<file path="config.mk">
export PLATFORM = sky130hd
export DESIGN_NAME = snh_front
export DESIGN_NICKNAME = d
export VERILOG_FILES = /design/src/hw/snh_pkg.sv /design/src/hw/snh_if.sv /design/src/hw/snh_pin_sync.sv /design/src/hw/snh_prot_eval.sv /design/src/hw/snh_front.sv
export SDC_FILE = /design/constraint.sdc
export NUM_CORES = 1
export LEC_CHECK = 0
export ABC_AREA = 0
export ABC_CLOCK_PERIOD_IN_PS = 3800
export BUFFER_PORTS_ARGS = -buffer_cell sky130_fd_sc_hd__buf_2
export CAP_MARGIN = 20
export CELL_PAD_IN_SITES_DETAIL_PLACEMENT = 1
export CELL_PAD_IN_SITES_GLOBAL_PLACEMENT = 1
export CORE_ASPECT_RATIO = 0.8
export CORE_MARGIN = 2
export CORE_UTILIZATION = 42
export CTS_CLUSTER_SIZE = 10
export DETAILED_ROUTE_END_ITERATION = 10
export PLACE_DENSITY = 0.88
export SKIP_LAST_GASP = 1
export SYNTH_ARGS = -nofsm -noshare
export SYNTH_HDL_FRONTEND = slang
export SYNTH_SLANG_ARGS = --single-unit
</file>
<file path="constraint.sdc">
create_clock -name core_clk -period 3.8 [get_ports core_clk]
set_input_delay 0.57 -clock core_clk [delete_from_list [all_inputs] [get_ports core_clk]]
set_output_delay 0.57 -clock core_clk [all_outputs]
set_load 0.05 [all_outputs]
</file>
<file path="src/hw/snh_pkg.sv">
package snh_pkg;

  // instruction codes
  localparam logic [7:0] CMD_WREN  = 8'h06;
  localparam logic [7:0] CMD_WRDI  = 8'h04;
  localparam logic [7:0] CMD_RDSR  = 8'h05;
  localparam logic [7:0] CMD_RDSR2 = 8'h0f;
  localparam logic [7:0] CMD_WRSR  = 8'h01;
  localparam logic [7:0] CMD_WRSR2 = 8'h1f;
  localparam logic [7:0] CMD_PEXE  = 8'h10;
  localparam logic [7:0] CMD_BERS  = 8'hd8;
  localparam logic [7:0] CMD_DREAD = 8'h3b;
  localparam logic [7:0] CMD_DIO   = 8'hbb;
  localparam logic [7:0] CMD_QREAD = 8'h6b;
  localparam logic [7:0] CMD_QIO   = 8'heb;
  localparam logic [7:0] CMD_QLD   = 8'h32;
  localparam logic [7:0] CMD_QLDR  = 8'h34;

  // one-byte register addresses for status commands
  localparam logic [7:0] REG_PROT = 8'ha0;
  localparam logic [7:0] REG_CONF = 8'hb0;
  localparam logic [7:0] REG_STAT = 8'hc0;

  // protection register layout and power-up value
  localparam int P_REG_PROTECT_BIT0  = 7;
  localparam int P_BP_HI = 6;
  localparam int P_BP_LO = 3;
  localparam int P_TB    = 2;
  localparam int P_WPE   = 1;
  localparam int P_REG_PROTECT_BIT1  = 0;
  localparam logic [7:0] PROT_DEFAULT = 8'h78;
  localparam logic [3:0] BP_NONE = 4'h0;
  localparam logic [3:0] BP_ALL  = 4'hb;

  // status register layout
  localparam int ST_BUSY = 0;
  localparam int ST_WEL  = 1;

  // address cycles per command shape
  localparam logic [4:0] AC_NONE = 5'h00;
  localparam logic [4:0] AC_SR   = 5'h08;
  localparam logic [4:0] AC_COL  = 5'h10;
  localparam logic [4:0] AC_PG   = 5'h18;
  localparam logic [4:0] AC_DIO  = 5'h0c;
  localparam logic [4:0] AC_QIO  = 5'h06;

  // array geometry
  localparam int PAGE_W = 16;
  localparam int BLK_W  = 10;
  localparam logic [10:0] BLK_NUM = 11'h400;

  // lane output enables, active low
  localparam logic [3:0] OE_N_OFF = 4'hf;
  localparam logic [3:0] OE_N_W1  = 4'hd;
  localparam logic [3:0] OE_N_W2  = 4'hc;
  localparam logic [3:0] OE_N_W4  = 4'h0;

  localparam int CLK_PERIOD_NS = 25;

  typedef enum logic [2:0] {
    PH_CMD  = 3'b000,
    PH_ADDR = 3'b001,
    PH_DIN  = 3'b010,
    PH_DOUT = 3'b011,
    PH_IGN  = 3'b100
  } snh_phase_t;

  typedef enum logic [1:0] {
    W1 = 2'b00,
    W2 = 2'b01,
    W4 = 2'b10
  } snh_width_t;

  typedef struct packed {
    logic       quad;
    logic       arr;
    snh_width_t aw;
    logic [4:0] acyc;
    snh_phase_t nxt;
    snh_width_t dw;
  } snh_cmd_t;

  // synchronised pin bundle
  typedef struct packed {
    logic       vcc;
    logic [3:0] lane;
    logic       cs;
    logic       sclk;
  } snh_pins_t;

endpackage

</file>
<file path="src/hw/snh_if.sv">
`timescale 1ns/10ps
`default_nettype none

// synchronised pins and link clock edges
interface snh_pin_if;
  logic       sclk_lvl;
  logic       sclk_rise;
  logic       sclk_fall;
  logic       cs_act;
  logic       cs_end;
  logic [3:0] lane;
  logic       vcc_ok;
  modport src (output sclk_lvl, sclk_rise, sclk_fall, cs_act, cs_end,
               lane, vcc_ok);
  modport snk (input sclk_lvl, sclk_rise, sclk_fall, cs_act, cs_end,
               lane, vcc_ok);
endinterface // snh_pin_if

// block protection query
interface snh_prot_if;
  logic [3:0]  bp;
  logic        tb;
  logic [15:0] page;
  logic        blocked;
  modport eval (input bp, tb, page, output blocked);
  modport user (output bp, tb, page, input blocked);
endinterface // snh_prot_if

`default_nettype wire

</file>
<file path="src/hw/snh_pin_sync.sv">
`timescale 1ns/10ps
`default_nettype none

module snh_pin_sync
  import snh_pkg::*;
(
  input  wire logic       core_clk,
  input  wire logic       srst,
  input  wire logic       sclk,
  input  wire logic       cs_n,
  input  wire logic [3:0] lane_i,
  input  wire logic       vcc_ok,
  snh_pin_if.src          pin
);

  snh_pins_t raw;      // pins as they arrive
  snh_pins_t s1_ff;    // first stage, read only by s2
  snh_pins_t s2_ff;    // second stage, safe to use
  logic      sclk_d_ff; // previous clock level
  logic      cs_d_ff;   // previous select level

  assign raw = '{vcc: vcc_ok, lane: lane_i, cs: ~cs_n, sclk: sclk};

  // two-flop synchroniser; lanes share the clock delay so they stay aligned
  always_ff @(posedge core_clk) begin
    if (srst) begin
      s1_ff <= '0;
      s2_ff <= '0;
    end else begin
      s1_ff <= raw;
      s2_ff <= s1_ff;
    end
  end

  // edge history of the synchronised levels
  always_ff @(posedge core_clk) begin
    if (srst) begin
      sclk_d_ff <= 1'b0;
      cs_d_ff   <= 1'b0;
    end else begin
      sclk_d_ff <= s2_ff.sclk;
      cs_d_ff   <= s2_ff.cs;
    end
  end

  assign pin.sclk_lvl  = s2_ff.sclk;
  assign pin.sclk_rise = s2_ff.sclk & ~sclk_d_ff;
  assign pin.sclk_fall = ~s2_ff.sclk & sclk_d_ff;
  assign pin.cs_act    = s2_ff.cs;
  assign pin.cs_end    = ~s2_ff.cs & cs_d_ff;
  assign pin.lane      = s2_ff.lane;
  assign pin.vcc_ok    = s2_ff.vcc;

endmodule // snh_pin_sync

`default_nettype wire

</file>
<file path="src/hw/snh_prot_eval.sv">
`timescale 1ns/10ps
`default_nettype none

module snh_prot_eval
  import snh_pkg::*;
(
  snh_prot_if.eval pq
);

  // protected span grows by powers of two; large codes cover all blocks
  function automatic logic blk_hit(input logic [3:0] bp, input logic tb,
                                   input logic [BLK_W-1:0] blk);
    logic [10:0] span;
    logic [10:0] b;
    span = 11'h000;
    b    = {1'b0, blk};
    if (bp >= BP_ALL)
      span = BLK_NUM;
    else if (bp != BP_NONE)
      span = 11'(11'h001 << (bp - 4'h1));
    // tb set protects from the bottom, clear from the top
    if (tb)
      blk_hit = (b < span);
    else
      blk_hit = (b >= 11'(BLK_NUM - span));
  endfunction

  assign pq.blocked = blk_hit(pq.bp, pq.tb,
                              pq.page[PAGE_W-1:PAGE_W-BLK_W]);

endmodule // snh_prot_eval

`default_nettype wire

</file>
<file path="src/hw/snh_front.sv">
`timescale 1ns/10ps
`default_nettype none

module snh_front
  import snh_pkg::*;
#(
  parameter int PUW_US = 1000
)
(
  input  wire logic        core_clk,
  input  wire logic        srst,
  input  wire logic        sclk,
  input  wire logic        cs_n,
  input  wire logic [3:0]  lane_i,
  output logic      [3:0]  lane_o,
  output logic      [3:0]  lane_oe_n,
  input  wire logic        vcc_ok,
  input  wire logic        prot_lock,
  input  wire logic [7:0]  prot_locked_val,
  input  wire logic [7:0]  rd_data,
  output logic             rd_take,
  output logic [7:0]       ld_data,
  output logic             ld_valid,
  output logic [15:0]      col_addr,
  output logic             op_start,
  output logic             op_erase,
  output logic [15:0]      op_page,
  input  wire logic        op_done
);

  localparam int LOCK_CYC = (PUW_US * 1000) / CLK_PERIOD_NS;

  snh_pin_if  pin();                 // synchronised link pins
  snh_prot_if pq();                  // block protection query

  snh_phase_t  phase_ff;             // transfer phase
  logic [4:0]  cyc_ff;               // cycles within phase or byte
  logic [23:0] sh_ff;                // incoming shift register
  logic [7:0]  cmd_ff;               // current instruction
  snh_cmd_t    info_ff;              // decoded instruction shape
  logic [7:0]  sr_addr_ff;           // register address byte
  logic [7:0]  osr_ff;               // outgoing byte remainder
  logic [3:0]  lane_o_ff;            // driven lane levels
  logic [3:0]  oe_n_ff;              // lane enables, low drives
  logic [7:0]  wr_val_ff;            // first register data byte
  logic        wr_got_ff;            // data byte received
  logic        paused_ff;            // pause condition active
  logic [31:0] lock_cnt_ff;          // power-up lockout counter
  logic        lockout_ff;           // writes still locked out
  logic        wel_ff;               // write_enable_latch
  logic [7:0]  prot_ff;              // protection_register
  logic        busy_ff;              // array operation running
  logic        rd_take_ff;
  logic        ld_valid_ff;
  logic [7:0]  ld_data_ff;
  logic [15:0] col_ff;
  logic        op_start_ff;
  logic        op_erase_ff;
  logic [15:0] op_page_ff;

  logic        por;                  // power or system reset
  logic        rise_e;               // usable rising link edge
  logic        fall_e;               // usable falling link edge
  snh_width_t  rx_w;                 // lanes sampled this phase
  logic [23:0] nxt_sh;
  snh_cmd_t    nxt_info;
  logic [7:0]  out_b;                // byte feeding the lanes
  logic        hold_en;
  logic        hw_ro;
  logic        srp_ok;
  logic        sr_ok;
  logic        pe_ok;
  logic        wren_go;
  logic        wrdi_go;
  logic        pe_go;
  logic        sr_go;

  snh_pin_sync u_sync (
    .core_clk (core_clk),
    .srst     (srst),
    .sclk     (sclk),
    .cs_n     (cs_n),
    .lane_i   (lane_i),
    .vcc_ok   (vcc_ok),
    .pin      (pin)
  );

  snh_prot_eval u_prot (
    .pq (pq)
  );

  // instruction shape; quad codes are unknown while protect enable is set
  function automatic snh_cmd_t cmd_dec(input logic [7:0] c,
                                       input logic wpe);
    cmd_dec = '{quad: 1'b0, arr: 1'b0, aw: W1, acyc: AC_NONE,
                nxt: PH_IGN, dw: W1};
    unique case (c)
      CMD_RDSR, CMD_RDSR2: begin
        cmd_dec.acyc = AC_SR;
        cmd_dec.nxt  = PH_DOUT;
      end
      CMD_WRSR, CMD_WRSR2: begin
        cmd_dec.acyc = AC_SR;
        cmd_dec.nxt  = PH_DIN;
      end
      CMD_PEXE, CMD_BERS: cmd_dec.acyc = AC_PG;
      CMD_DREAD, CMD_DIO: begin
        cmd_dec = '{quad: 1'b0, arr: 1'b1, aw: W1, acyc: AC_PG,
                    nxt: PH_DOUT, dw: W2};
        if (c == CMD_DIO) begin
          cmd_dec.aw   = W2;
          cmd_dec.acyc = AC_DIO;
        end
      end
      CMD_QREAD, CMD_QIO, CMD_QLD, CMD_QLDR: begin
        if (!wpe) begin
          cmd_dec = '{quad: 1'b1, arr: 1'b1, aw: W1, acyc: AC_PG,
                      nxt: PH_DOUT, dw: W4};
          if (c == CMD_QIO) begin
            cmd_dec.aw   = W4;
            cmd_dec.acyc = AC_QIO;
          end else if (c != CMD_QREAD) begin
            cmd_dec.acyc = AC_COL;
            cmd_dec.nxt  = PH_DIN;
          end
        end
      end
      default: ;
    endcase
  endfunction

  // shift sampled lanes into the register
  function automatic logic [23:0] shin(input logic [23:0] v,
                                       input logic [3:0] ln,
                                       input snh_width_t w);
    unique case (w)
      W2:      shin = {v[21:0], ln[1:0]};
      W4:      shin = {v[19:0], ln};
      default: shin = {v[22:0], ln[0]};
    endcase
  endfunction

  // link cycles per byte
  function automatic logic [4:0] cpb(input snh_width_t w);
    unique case (w)
      W2:      cpb = 5'h04;
      W4:      cpb = 5'h02;
      default: cpb = 5'h08;
    endcase
  endfunction

  // register readback for status reads
  function automatic logic [7:0] reg_rd(input logic [7:0] a);
    reg_rd = 8'h00;
    if (a == REG_PROT)
      reg_rd = prot_ff;
    else if (a == REG_STAT) begin
      reg_rd[ST_BUSY] = busy_ff;
      reg_rd[ST_WEL]  = wel_ff;
    end
  endfunction

  // supply below threshold acts as system reset everywhere but the pin synchroniser
  assign por = srst | ~pin.vcc_ok;
  assign rise_e = pin.sclk_rise & pin.cs_act & ~paused_ff;
  assign fall_e = pin.sclk_fall & pin.cs_act & ~paused_ff;
  assign rx_w = (phase_ff == PH_CMD) ? W1 :
                (phase_ff == PH_ADDR) ? info_ff.aw : info_ff.dw;
  assign nxt_sh = shin(sh_ff, pin.lane, rx_w);
  assign nxt_info = cmd_dec(nxt_sh[7:0], prot_ff[P_WPE]);
  // a process, so that a change of the registers behind reg_rd is seen
  always_comb begin
    out_b = osr_ff;
    if (cyc_ff == 5'h00)
      out_b = info_ff.arr ? rd_data : reg_rd(sr_addr_ff);
  end

  // pause pin is data lane once quad is running
  assign hold_en = ~info_ff.quad | (phase_ff == PH_CMD);

  // pause follows the pin only while the link clock is low
  always_ff @(posedge core_clk) begin
    if (por || !pin.cs_act)
      paused_ff <= 1'b0;
    // change at pin edge or next clock fall
    else if (!pin.sclk_lvl)
      paused_ff <= hold_en & ~pin.lane[3];
  end

  // transfer engine
  always_ff @(posedge core_clk) begin
    rd_take_ff  <= 1'b0;
    ld_valid_ff <= 1'b0;
    if (por || !pin.cs_act) begin
      phase_ff  <= PH_CMD;
      cyc_ff    <= 5'h00;
      sh_ff     <= '0;
      cmd_ff    <= 8'h00;
      info_ff   <= '0;
      oe_n_ff   <= OE_N_OFF;
      lane_o_ff <= '0;
      wr_got_ff <= 1'b0;
    end else if (rise_e) begin
      unique case (phase_ff)
        PH_CMD: begin
          sh_ff  <= nxt_sh;
          cyc_ff <= cyc_ff + 5'h01;
          if (cyc_ff == cpb(W1) - 5'h01) begin
            cmd_ff   <= nxt_sh[7:0];
            info_ff  <= nxt_info;
            cyc_ff   <= 5'h00;
            phase_ff <= (nxt_info.acyc == AC_NONE) ? PH_IGN : PH_ADDR;
          end
        end
        PH_ADDR: begin
          sh_ff  <= nxt_sh;
          cyc_ff <= cyc_ff + 5'h01;
          if (cyc_ff == info_ff.acyc - 5'h01) begin
            cyc_ff   <= 5'h00;
            phase_ff <= info_ff.nxt;
            sr_addr_ff <= nxt_sh[7:0];
            col_ff <= (info_ff.acyc == AC_COL) ? nxt_sh[15:0]
                                               : nxt_sh[23:8];
          end
        end
        PH_DIN: begin
          sh_ff  <= nxt_sh;
          cyc_ff <= cyc_ff + 5'h01;
          if (cyc_ff == cpb(info_ff.dw) - 5'h01) begin
            cyc_ff <= 5'h00;
            if (info_ff.quad) begin
              ld_valid_ff <= 1'b1;
              ld_data_ff  <= nxt_sh[7:0];
            end else if (!wr_got_ff) begin
              wr_val_ff <= nxt_sh[7:0];
              wr_got_ff <= 1'b1;
            end
          end
        end
        default: ;
      endcase
    end else if (fall_e && phase_ff == PH_DOUT) begin
      rd_take_ff <= info_ff.arr & (cyc_ff == 5'h00);
      cyc_ff <= (cyc_ff == cpb(info_ff.dw) - 5'h01) ? 5'h00
                                                    : cyc_ff + 5'h01;
      unique case (info_ff.dw)
        W2: begin
          lane_o_ff <= {2'b00, out_b[7:6]};
          oe_n_ff   <= OE_N_W2;
          osr_ff    <= {out_b[5:0], 2'b00};
        end
        W4: begin
          lane_o_ff <= out_b[7:4];
          oe_n_ff   <= OE_N_W4;
          osr_ff    <= {out_b[3:0], 4'h0};
        end
        default: begin
          lane_o_ff <= {2'b00, out_b[7], 1'b0};
          oe_n_ff   <= OE_N_W1;
          osr_ff    <= {out_b[6:0], 1'b0};
        end
      endcase
    end
  end

  // lockout delay after supply is good
  always_ff @(posedge core_clk) begin
    if (por) begin
      lock_cnt_ff <= 32'h0;
      lockout_ff  <= 1'b1;
    end else if (lock_cnt_ff == 32'(LOCK_CYC - 1)) begin
      lockout_ff <= 1'b0;
    end else begin
      lock_cnt_ff <= lock_cnt_ff + 32'h1;
    end
  end

  assign hw_ro = prot_ff[P_WPE] & ~pin.lane[2];
  always_comb begin
    if (prot_ff[P_WPE])
      srp_ok = ~prot_ff[P_REG_PROTECT_BIT1];
    else if (prot_ff[P_REG_PROTECT_BIT1])
      srp_ok = 1'b0;
    else
      srp_ok = ~prot_ff[P_REG_PROTECT_BIT0] | pin.lane[2];
  end
  assign sr_ok = wel_ff & ~lockout_ff & ~prot_lock & ~hw_ro & srp_ok;
  assign pe_ok = wel_ff & ~lockout_ff & ~hw_ro & ~pq.blocked & ~busy_ff;
  assign pq.bp   = prot_ff[P_BP_HI:P_BP_LO];
  assign pq.tb   = prot_ff[P_TB];
  assign pq.page = sh_ff[15:0];

  // commands take effect when select is released
  assign wren_go = pin.cs_end & (phase_ff == PH_IGN) &
                   (cmd_ff == CMD_WREN) & ~lockout_ff;
  assign wrdi_go = pin.cs_end & (phase_ff == PH_IGN) &
                   (cmd_ff == CMD_WRDI);
  assign pe_go = pin.cs_end & (phase_ff == PH_IGN) & pe_ok &
                 ((cmd_ff == CMD_PEXE) | (cmd_ff == CMD_BERS));
  assign sr_go = pin.cs_end & wr_got_ff & (sr_addr_ff == REG_PROT) &
                 sr_ok & ((cmd_ff == CMD_WRSR) | (cmd_ff == CMD_WRSR2));

  // write_enable_latch; a set wins over a completion clear
  always_ff @(posedge core_clk) begin
    if (por)
      wel_ff <= 1'b0;
    else if (wren_go)
      wel_ff <= 1'b1;
    else if (wrdi_go || op_done)
      wel_ff <= 1'b0;
  end

  // protection_register; refused writes leave it untouched
  always_ff @(posedge core_clk) begin
    if (por) begin
      prot_ff <= prot_lock ? prot_locked_val : PROT_DEFAULT;
      if (prot_lock && prot_locked_val[P_REG_PROTECT_BIT1] &&
          !prot_locked_val[P_REG_PROTECT_BIT0]) begin
        prot_ff[P_REG_PROTECT_BIT1] <= 1'b0;
        prot_ff[P_REG_PROTECT_BIT0] <= 1'b0;
      end
    end else if (sr_go) begin
      prot_ff <= wr_val_ff;
    end
  end

  // array operation request and busy tracking
  always_ff @(posedge core_clk) begin
    op_start_ff <= pe_go;
    if (pe_go) begin
      op_erase_ff <= (cmd_ff == CMD_BERS);
      op_page_ff  <= sh_ff[15:0];
    end
    if (por)
      busy_ff <= 1'b0;
    else if (pe_go)
      busy_ff <= 1'b1;
    else if (op_done)
      busy_ff <= 1'b0;
  end

  assign lane_o    = lane_o_ff;
  assign lane_oe_n = paused_ff ? OE_N_OFF : oe_n_ff;
  assign rd_take   = rd_take_ff;
  assign ld_valid  = ld_valid_ff;
  assign ld_data   = ld_data_ff;
  assign col_addr  = col_ff;
  assign op_start  = op_start_ff;
  assign op_erase  = op_erase_ff;
  assign op_page   = op_page_ff;
endmodule // snh_front

`default_nettype wire

</file>
==> out/summary.md, run 1 <==
The tool flagged a number of max-cap violations equal to 0. The register bit count reported by yosys was 186. Yosys mapped a number of flops with a built-in enable equal to 72.

The die outline height works out to 135 um. The area after detailed placement is 0.00965 mm^2. The library cell used most frequently in the layout, excluding fill and tap cells, is nor2_1.

The critical path is of the register to register type. Counting flops with an async set or reset pin after synthesis yields a share of 0%. The worst path in the final design needs a cycle of 3.61 ns, including I/O delays and setup.

Once the floorplan was initialized, standard cells occupied 43.1% of the core. STA classifies the critical path endpoint as a register. The core region is 0.0208 mm^2. Startpoint kind of the worst setup timing path: a register. The HPWL reported at the end of detailed placement was 18600 um; the length of the first detailed-routing pass in iterations was 11. The worst-case reg-to-reg path depth is 14, and the number of placement rows is 47. The post-synthesis sequential area ratio was 49.5%; the die outline width was 168 um. The worst pin sits at a relative slew slack of 44.1%. The die covers 0.0226 mm^2. At the end of the flow, the number of nets in the layout was 1091. The later pin in the worst-skew pair is clocked with a latency of 0.43 ns. Cells with a size suffix above 1 make up 14.9% of the layout. The number of global-route vias before repair was 7793; the number of antenna repair diodes was 0.

The library cells used most frequently in the layout, excluding fill and tap cells, are 122 x nor2_1, 114 x dfxtp_1, 92 x nand2_1, 78 x buf_2, 72 x edfxtp_1. When the netlist entered floorplanning its net count stood at 1022. For this run, the leading register cell type out of synthesis is dfxtp_1. The highest fanout seen on the critical path was 11; the number of library cell types mapped by synthesis was 68. The H-tree was split into 4 levels. For this run, design rule violations remaining after detail routing come to 3. Critical path arrival: 3.74 ns. Setup repair after global routing could not meet its margin everywhere. For the storage element area, the log shows 0.00444 mm^2. Entering global routing, the biggest net connects 49 pins. Using the TritonRoute via totals, the vias-per-cell ratio works out to 5.84.

The detailed router finished its first iteration with 771 violations. In the final layout, the multi-input gates occupy 0.00419 mm^2. Slew at the pin closest to its max-slew limit: 0.838 ns. The clock sink count was 186; the post-route clock skew was 0.00801 ns.

The total routed wirelength is 26600 um. For the global-route congestion overflow total, the log shows 0. The global placer's final weighted congestion was 0.875; the area of all placed cells without fillers was 0.0103 mm^2.

The number of max-slew violations in the final report is 0, and the number of hold violations in the final report is 0. The detailed router placed 7686 vias in this run. Port buffer count: 78.

Clock tree synthesis selected as its root buffer the cell clkbuf_16. The number of buffers added by the clock tree synthesis step was 17; the total power per unit cell area was 391 mW/mm^2. The data required time at the worst endpoint was 3.93 ns. The clock transition at the registers of the reported paths is 0.07 ns. The checks that failed: DRC. The cell area that synthesis handed to floorplanning was 0.00898 mm^2. The clock passes through at most 2 buffers.

TritonCTS built the clock tree. Synthesized area per cell: 9.31 um^2. The worst slack on hold paths came out at 0.281 ns. The run gives 0 as the number of nets with antenna violations after routing. In this run the count of I/O pins placed on the die edge is 79. After filler insertion, the fill cell instance count of the layout stands at 2419.

The layout overhead on the synthesized area came out at 14.3%. The tools report the total leakage power as 3.75 nW. After detailed routing, the average wire length per cell comes to 20.2 um.

The number of warnings issued by yosys was 0. The final critical path takes up 94.9% of the cycle. The logs give 965 for the synthesized instance count and 23.8% for the global router's overall resource usage. Along the worst hold path, the cell count comes to 2. The total power of the final layout was 4.02 mW. The global-route wire length before repair is 42000 um. Setup violations remaining at the end of the flow were counted as 0. Based on the critical path, the design can be clocked at up to 0.277 GHz. IR analysis of the VDD net gives a maximum drop of 0.310 mV.

The flow ran to the end, but the final reports show violations. The run gives 0 as the initial antenna violation count. The class of the worst hold path is primary input to register.
==> worst max-delay path, stage by stage, from the launching register on <==
cell	delay, ns
edfxtp_1	0.41
buf_4	0.20
nor2_2	0.17
nand2_1	0.12
ha_2	0.26
nor3_1	0.19
a21oi_1	0.06
o21ai_0	0.17
ha_1	0.27
a21o_1	0.17
a2111oi_1	0.41
o21ai_0	0.17
a221oi_1	0.27
o2111a_1	0.24
buf_4	0.21
==> power by group <==
part           switching, mW  internal, mW  total [mW]
Sequential            0.0158          2.07        2.09
Clock                  0.763          1.06        1.82
Combinational         0.0651        0.0451       0.110
Total                  0.844          3.17        4.02
==> cells in the mapped netlist, drive strengths merged (2+ instances only) <==
library cell  count  area share, %
a31oi             7           0.49
nor4             10           0.70
edfxtp           72             24
o31ai             3           0.25
nor4b             3           0.36
a22oi            28            2.3
nor2b            33            2.3
o22ai             3           0.21
nor2            124            5.2
nand2b           10           0.70
and2              5           0.35
and4              2           0.22
a21oi            65            3.7
mux2i            16            2.0
a211oi            3           0.31
o21ai            61            3.5
xor2             18            1.8
nand3b            8           0.67
ha               30            4.2
a221oi            3           0.29
or2               6           0.42
or3              11           0.77
and3             12           0.84
o21a              5           0.42
a21o              5           0.42
nor3             26            1.4
nand4            17            1.4
nand4b            3           0.29
dfxtp           114             25
xnor2            20            2.0
clkbuf           39            1.6
o211ai            5           0.42
buf              14            1.0
a221o             9            1.0
nand3            27            1.5
a22o              5           0.59
nand2            92            3.8
o2111ai           2           0.20
nor3b             2           0.17
a2111oi           2           0.20
inv              35            1.5
==> per-stage QoR <==
step           util, %  std cells  setup WS (ns)  TNS (ns)
3_3_place_gp      46.3       1282          0.336         0
2_1_floorplan        -        965         0.0532         0
5_1_grt           49.3       1316        -0.0265    -0.383
6_report          49.3       1316          0.193         0
3_5_place_dp      46.3       1282          0.132         0
4_1_cts           49.2       1315        0.00876         0
==> state kept, by name, summed over array words and instances (netlist names), 3 cells and up <==
name             flops
sr_addr_ff           8
lock_cnt_ff         32
cyc_ff               5
col_addr            16
lane_o               4
osr_ff               7
ld_data              8
wr_val_ff            8
phase_ff             3
u_sync.s1_ff         7
info_ff             12
oe_n_ff              3
op_page             16
u_sync.pin.lane      4
prot_ff              8
sh_ff               23
cmd_ff               8
==> area by class of cell <==
type | instances | share of cell area (%)
Inverter | 35 | 1.28
Clock buffer | 22 | 4.42
Timing Repair Buffer | 103 | 5.63
Clock inverter | 10 | 1.35
Tap cell | 269 | 3.28
Multi-Input combinational cell | 691 | 40.8
Sequential cell | 186 | 43.3
==> kinds of logic after synthesis <==
logic type,after synthesis,share of synthesized area (%)
multiplexers,16,1.96
flip-flops,186,49.5
XOR/XNOR,38,3.71
adder cells (fa/ha/maj),30,4.18
buffers and inverters,88,4.12
AND/OR/NAND/NOR,393,21.4
AO/OA/AOI/OAI,214,15.1
==> layer usage <==
metal	global-route usage, %	up-vias	wire length, um
met5	0	-	0
met4	8.36	0	683
met3	4.63	46	1370
met2	39.3	260	12800
met1	31.4	3812	11800
li1	-	3568	-
==> timing repair <==
item / in CTS / in global routing
setup endpoints to repair: 17 / 19
setup buffers: 1 / 0
hold endpoints to repair: 0 / 0
gates resized for setup: 2 / 4
hold buffers: 0 / 0
==> final timing paths <==
path / from / to / slack [ns]
worst max-delay path: prot_ff[6] / op_page[4] / 0.19
worst min-delay path: cs_n / u_sync.s1_ff[1] / 0.28
worst max register to register: prot_ff[6] / op_page[4] / 0.19
worst min register to register: u_sync.s1_ff[5] / u_sync.pin.lane[3] / 0.44
Power figures use the tool's default switching activity.
==> run 2, diff against run 1 <==
- CORE_UTILIZATION: 42 -> 25
- PLACE_DENSITY: 0.88 -> 0.62
==> run 2 against run 1 <==
Effect of this change:
- sequential share of layout area shrank 1.0 points
- the flow now finishes without violations
- global-route usage shrank 9.2 points
- design area grew 2.4%
- final cell count grew 16%
- non-clock buffer count shrank 1
- wire length grew 0.95%
- hold slack gained 0.0021 ns
- critical endpoint is now op_page[12]
- fmax grew 2.1%
- die area grew 66%
- critical path depth is the same
- utilization shrank 20 points
- combinational power is essentially flat
==> out/summary.md, run 2 (synthesis gave the netlist of run 1 again) <==
The run finished with clean final reports. The run gives 3.94 ns (about the same) as the data required time at the worst endpoint. The tools report the boundary pin count as 79 (unchanged). The signal on the critical path passes through buf_4, nor2_2, nand2_1, ha_2, nor3_1, a21oi_1, o21ai_0, ha_1, a21o_1, a2111oi_0, o21ai_1, a221oi_1, o2111a_1, buf_4. Compared with the post-synthesis result, the final layout area differs by 17.1%. The part of the power in the clock network came out at 45.2% (about the same). The placeable core region is 0.0357 mm^2 (+71%), and the number of endpoints failing setup at the final stage is 0 (unchanged). For the count of unresolved DRC violations after routing, the log shows 0 (-3). The net switching fraction of the power came out at 22.0% (+0.95 points). The number of antenna repair diodes is 0 (unchanged). The peak supply drop was 0.305 mV (-1.7%).

Leading cell type in the layout, fill and taps excluded: nor2_1. The max-slew headroom at the worst pin was 36.6% (-7.5 points); the number of buffers between clock root and the deepest sink was 2 (unchanged). The number of buffers added by the clock tree synthesis step was 17 (unchanged). The layout cell share with drive strength beyond 1 was 14.9% (about the same); the clock sink count was 186 (unchanged).

For the design internal power, the log shows 3.13 mW (-1.4%). Class of the worst hold path: primary input to register. The clock insertion delay at the later pin of the skew report was 0.44 ns (about the same); the shortest period the worst path allows was 3.53 ns (-0.0748 ns). TritonCTS built the clock tree. Setup repair after global routing left no endpoint under its margin. The dominant cell type by count on the critical path is buf_4. Global placer's final weighted congestion: 0.801 (-8.4%). The number of global-route vias before repair came out at 7380 (-5.3%).

The register with the most flip-flops is lock_cnt_ff. In the layout the commonest cells are 122 x nor2_1, 114 x dfxtp_1, 92 x nand2_1, 78 x buf_2, 72 x edfxtp_1. Clock tree synthesis selected as its root buffer the cell clkbuf_16.

The area of all placed cells without fillers is 0.0105 mm^2 (+2.4%). The kind of cell with the highest combined delay along the critical path is compound AO/OA/AOI/OAI gates. The final instance count without filler cells came out at 1526 (+16%). The global-route wire length before repair came out at 42600 um (+1.5%). The average vias per placed instance is 4.73 (-19%), and the total negative slack is 0 ns (unchanged). The number of hold buffers added after CTS was 0 (unchanged). The tools report the combinational share of power as 2.7% (about the same). Share of the clock period used by the worst path: 93.0% (-2.0 points). The initial antenna violation count is 0 (unchanged).

The number of nets with antenna violations after routing is 0 (unchanged), and the pin count of the biggest net entering global routing is 49 (unchanged). The final cell utilization of the core was 29.5% (-20 points); the quantity of gates resized following cts was 0 (-2). The area after detailed placement is 0.00992 mm^2 (+2.8%). The floorplan die area was 0.0375 mm^2 (+66%).

The post-route clock skew was 0.0142 ns (+0.00616 ns). For this design, the slowest cell found on the critical path is edfxtp_1. For the count of maximum capacitance violations, the log shows 0 (unchanged). The net switching power is 0.880 mW (+4.3%), and the total power per unit cell area is 381 mW/mm^2 (-2.6%). The number of max-slew violations in the final report was 0 (unchanged). The first-iteration detailed-routing DRC count is 455 (-41%), and the die outline height is 174 um (+29%). The number of placed instances with taps included is 1494 (+17%), and the H-tree depth is 4 (unchanged).

Highest fanout seen on the critical path: 11 (unchanged). The total routed wirelength was 26900 um (+0.95%); the number of buffers and inverters on the critical path was 2 (unchanged). Number of hold violations in the final report: 0 (unchanged).

The critical path is of the register to register type. The top achievable clock speed was 0.283 GHz (+2.1%). For the global-route congestion overflow total, the log shows 0 (unchanged). The logs give 25.2% (-18 points) for the initial standard-cell utilization of the core and 1090 (-0.092%) for the count of nets after finishing. The HPWL reported at the end of detailed placement was 19500 um (+5.0%).

The kind of end point of the critical path is a register. Flip-flop count of the largest register, all copies and words added: 32 (unchanged). The run gives 3.67 ns (-0.07 ns) as the critical path arrival.

The clock transition at the registers of the reported paths is 0.07 ns (about the same), and the total leakage power is 3.76 nW (+0.11%). The die outline width works out to 216 um (+29%). The run gives 62 (+32%) as the number of placement rows. For the global router's overall resource usage, the log shows 14.6% (-9.2 points). The length of the first detailed-routing pass in iterations came out at 4 (-7).

The port buffer count was 78 (unchanged); the detail-routed net length per standard cell was 17.6 um (-13%). The worst setup path is launched from a register. For the proportion of power drawn by flip-flops and latches, the log shows 52.0% (about the same).

The via total after detailed routing is 7217 (-6.1%). The number of buffers added for setup after CTS was 0 (-1); the slew at the pin closest to its max-slew limit was 0.948 ns (+0.111 ns). The largest registers in the layout are lock_cnt_ff (32), sh_ff (23). The maximum cell stage delay along the critical path came out at 0.38 ns (-0.03 ns).
-- run 2: changes by cell type in the layout (fill, tap and decap cells not counted), sizes merged --
cell | before | now
buf | 103 | 102
inv | 38 | 37
clkinv | 3 | 7
clkinvlp | 1 | 0
bufinv | 3 | 1
-- run 2: final timing paths --
kind | from | to | slack, ns | cells past startpoint
hold / removal | cs_n | u_sync.s1_ff[1] | 0.28 | 2
setup / recovery | prot_ff[6] | op_page[12] | 0.27 | 14
hold reg to reg | u_sync.s1_ff[4] | u_sync.pin.lane[2] | 0.44 | 1
setup reg to reg | prot_ff[6] | op_page[12] | 0.27 | 14
-- run 2: power by group through the flow --
| stage | clock [mW] | combinational [mW] | sequential [mW] |
|---|---|---|---|
| global route | 1.93 | 0.123 | 2.09 |
| finish | 1.81 | 0.110 | 2.08 |
| global placement | 0 | 0.108 | 2.13 |
| floorplan | 0 | 0.0657 | 2.12 |
| detailed placement | 0 | 0.109 | 2.13 |
| CTS | 1.88 | 0.111 | 2.08 |
-- run 2: area by class of cell --
class / instances / area, um^2
fill: 4194 / 25200
sequential: 186 / 4440
multi-input combinational: 691 / 4180
tap: 480 / 601
timing repair buffer: 102 / 571
clock buffer: 22 / 505
inverter: 35 / 131
clock inverter: 10 / 86.3
-- run 2: per-layer routing --
metal / wire length (um) / global-route usage [%] / share of wire [%]
met3: 661 / 2.40 / 2.5
met2: 13200 / 24.2 / 49
met5: 0 / 0 / 0
met4: 250 / 3.68 / 0.93
met1: 12800 / 19.7 / 48
-- run 2: per-stage QoR --
stage	power [mW]	worst slack, ns	hold WS [ns]
2_1_floorplan	2.19	0.0532	0.414
3_3_place_gp	2.24	0.273	0.423
3_5_place_dp	2.24	0.208	0.425
4_1_cts	4.07	0.0590	0.252
5_1_grt	4.14	0.0242	0.269
6_report	4.01	0.268	0.283
==> run 3, diff against run 2 <==
- BUFFER_PORTS_ARGS: -buffer_cell sky130_fd_sc_hd__buf_2 -> -buffer_cell sky130_fd_sc_hd__clkbuf_2
- CAP_MARGIN: 20 -> 10
==> run 3 against run 2 <==
Effect of this change:
- clock skew is essentially flat
- wire length grew 0.28%
- sequential power is essentially flat
- clock power shrank 4%
- global-route usage shrank 0.15 points
- die area is the same
- critical path type unchanged
- combinational power is essentially flat
==> out/summary.md, run 3 (synthesis gave the netlist of run 1 again) <==
Startpoint of the worst-slack reg-to-reg timing path: prot_ff[6]. The average vias per placed instance was 4.78 (+1.1%); the pin count of the biggest net entering global routing was 49 (unchanged). Shortest period the worst path allows: 3.54 ns (+0.00271 ns). For the max-slew headroom at the worst pin, the log shows 34.6% (-2.1 points).

The number of placed instances with taps included came out at 1494 (unchanged). The run gives 3.95 ns (about the same) as the data required time at the worst endpoint. Placeable core region: 0.0357 mm^2 (unchanged).

The startpoint identified for the worst hold timing path is cs_n. The run gives 0.294 mV (-3.7%) as the peak supply drop. The total routed wirelength was 27000 um (+0.28%). Number of buffers added by the clock tree synthesis step: 17 (unchanged).

The kind of end point of the critical path was a register. The top cell types in the final layout, fill and taps aside, are 122 x nor2_1, 114 x dfxtp_1, 92 x nand2_1, 78 x clkbuf_2, 72 x edfxtp_1. The number of max-slew violations in the final report was 0 (unchanged). The initial antenna violation count was 1 (+1); the register-to-register setup slack was 0.26 ns (about the same). The count of nets after finishing came out at 1091 (+0.092%). The tightest min-delay check is of the primary input to register type. Number of hold violations in the final report: 0 (unchanged). The slew at the pin closest to its max-slew limit works out to 0.980 ns (+0.0312 ns). The critical path arrival is 3.68 ns (about the same). The detail-routed net length per standard cell works out to 17.7 um (+0.15%). In the final layout, the registers with the most flip-flops are lock_cnt_ff (32), sh_ff (23). The floorplan die area was 0.0375 mm^2 (unchanged); the hold-critical path depth was 2 (unchanged).

The number of global-route vias before repair is 7274 (-1.4%). The tools report the boundary pin count as 79 (unchanged). The clock sink count is 186 (unchanged), and the number of hold buffers added after CTS is 0 (unchanged). The logs give 0 (unchanged) for the global-route congestion overflow total and 5 (+1) for the length of the first detailed-routing pass in iterations. The post-route clock skew is 0.0137 ns (-0.000426 ns). The worst slack on hold paths came out at 0.274 ns (-0.00921 ns). The highest fanout seen on the critical path was 11 (unchanged). Critical path endpoint: op_page[6]. For the area after detailed placement, the log shows 0.00992 mm^2 (unchanged). Die outline width: 216 um (unchanged). The total power per unit cell area was 373 mW/mm^2 (-2.0%). The cell sitting at the root of the clock tree is a clkbuf_16. The total negative slack is 0 ns (unchanged). The number of endpoints failing setup at the final stage is 0 (unchanged). Global-route wire length before repair: 42100 um (-1.2%).

The leading cell type in the layout, fill and taps excluded was nor2_1. The run gives 2 (unchanged) as the number of buffers between clock root and the deepest sink. The tools report the number of nets with antenna violations after routing as 0 (unchanged). The worst-case reg-to-reg path depth is 15 (+1), and the count of unresolved DRC violations after routing is 0 (unchanged). Setup repair after global routing left no endpoint under its margin.

The total leakage power is 3.75 nW (-0.24%). The logs give 25.2% (unchanged) for the initial standard-cell utilization of the core and 0 (unchanged) for the count of maximum capacitance violations. The number of placement rows is 62 (unchanged), and the flip-flop count of the largest register, all copies and words added is 32 (unchanged). The via total after detailed routing was 7309 (+1.3%); the port buffer count was 78 (unchanged). The global placer's final weighted congestion was 0.790 (-1.5%). The run finished with clean final reports.

The HPWL reported at the end of detailed placement was 19500 um (about the same). The clock insertion delay at the later pin of the skew report was 0.44 ns (about the same); the top achievable clock speed was 0.283 GHz (about the same). The tools report the final instance count without filler cells as 1528 (+0.13%). STA classifies the critical path startpoint as a register.

Area of all placed cells without fillers: 0.0105 mm^2 (about the same). The register with the most flip-flops is lock_cnt_ff. TritonCTS built the clock tree.

The layout cell share with drive strength beyond 1 was 15.4% (+0.46 points). The first-iteration detailed-routing DRC count is 462 (+1.5%). For the H-tree depth, the log shows 4 (unchanged). The critical path starts at prot_ff[6].

The share of the clock period used by the worst path is 93.0% (about the same). The die outline height was 174 um (unchanged); the global router's overall resource usage was 14.4% (-0.15 points). The layout overhead on the synthesized area is 17.1% (about the same). The worst setup path is of the register to register kind. Clock transition at the registers of the reported paths: 0.07 ns (about the same). The capturing point of the worst reg2reg path was op_page[6]. For the final cell utilization of the core, the log shows 29.5% (about the same).
[run 3: changes by cell type in the layout (fill, tap and decap cells not counted), sizes merged]
cell,before,now
clkinvlp,0,2
inv,37,40
buf,102,25
clkinv,7,5
clkbuf,22,98
diode,0,1
bufinv,1,0
[run 3: critical path, stage by stage, from the launching register on]
cell and delay (ns):
edfxtp_1 0.42, inv_2 0.12, nand2_1 0.14, nor3_2 0.22, inv_1 0.06, ha_2 0.24
nor3_2 0.17, a21oi_1 0.05, o21ai_0 0.17, ha_1 0.27, a21o_1 0.16, a2111oi_1 0.39
o21ai_1 0.15, a221oi_2 0.23, o2111a_1 0.28, buf_6 0.17
[run 3: metrics by stage]
step	setup slack (ns)	total power, mW
after detailed placement	0.0945	2.24
final	0.265	3.92
after global placement	0.259	2.24
after floorplan	0.0532	2.19
after global routing	0.00869	4.07
after CTS	0.0533	3.97
[run 3: area by class of cell]
type                       instances  area (um^2)
timing repair buffer             103          586
clock buffer                      20          468
tap                              480          601
inverter                          35          131
sequential                       186         4440
clock inverter                    12         87.6
fill                            4185        25200
antenna                            1         2.50
multi-input combinational        691         4200
[run 3: report_power, final]
group          total [mW]  switching [mW]  internal [mW]
Clock                1.73           0.824          0.902
Sequential           2.08          0.0149           2.07
Combinational       0.113          0.0682         0.0449
[run 3: timing repair]
action,4_1_cts,5_1_grt
setup buffers,0,1
gates resized for setup,0,10
endpoints found under the setup margin,0,19
[run 3: worst min path at each step]
stage / endpoint / slack (ns)
floorplan: u_sync.pin.cs_act / 0.41
global placement: u_sync.pin.lane[2] / 0.43
detailed placement: u_sync.pin.lane[0] / 0.43
CTS: u_sync.s1_ff[1] / 0.25
global route: u_sync.s1_ff[1] / 0.25
finish: u_sync.s1_ff[1] / 0.27
[run 3: routing by layer]
layer,vias up,track usage [%],share of wire (%)
met1,3611,19.6,48
met2,101,23.7,48
met3,20,2.74,2.5
met5,-,0,0
li1,3577,-,-
met4,0,3.40,1.1
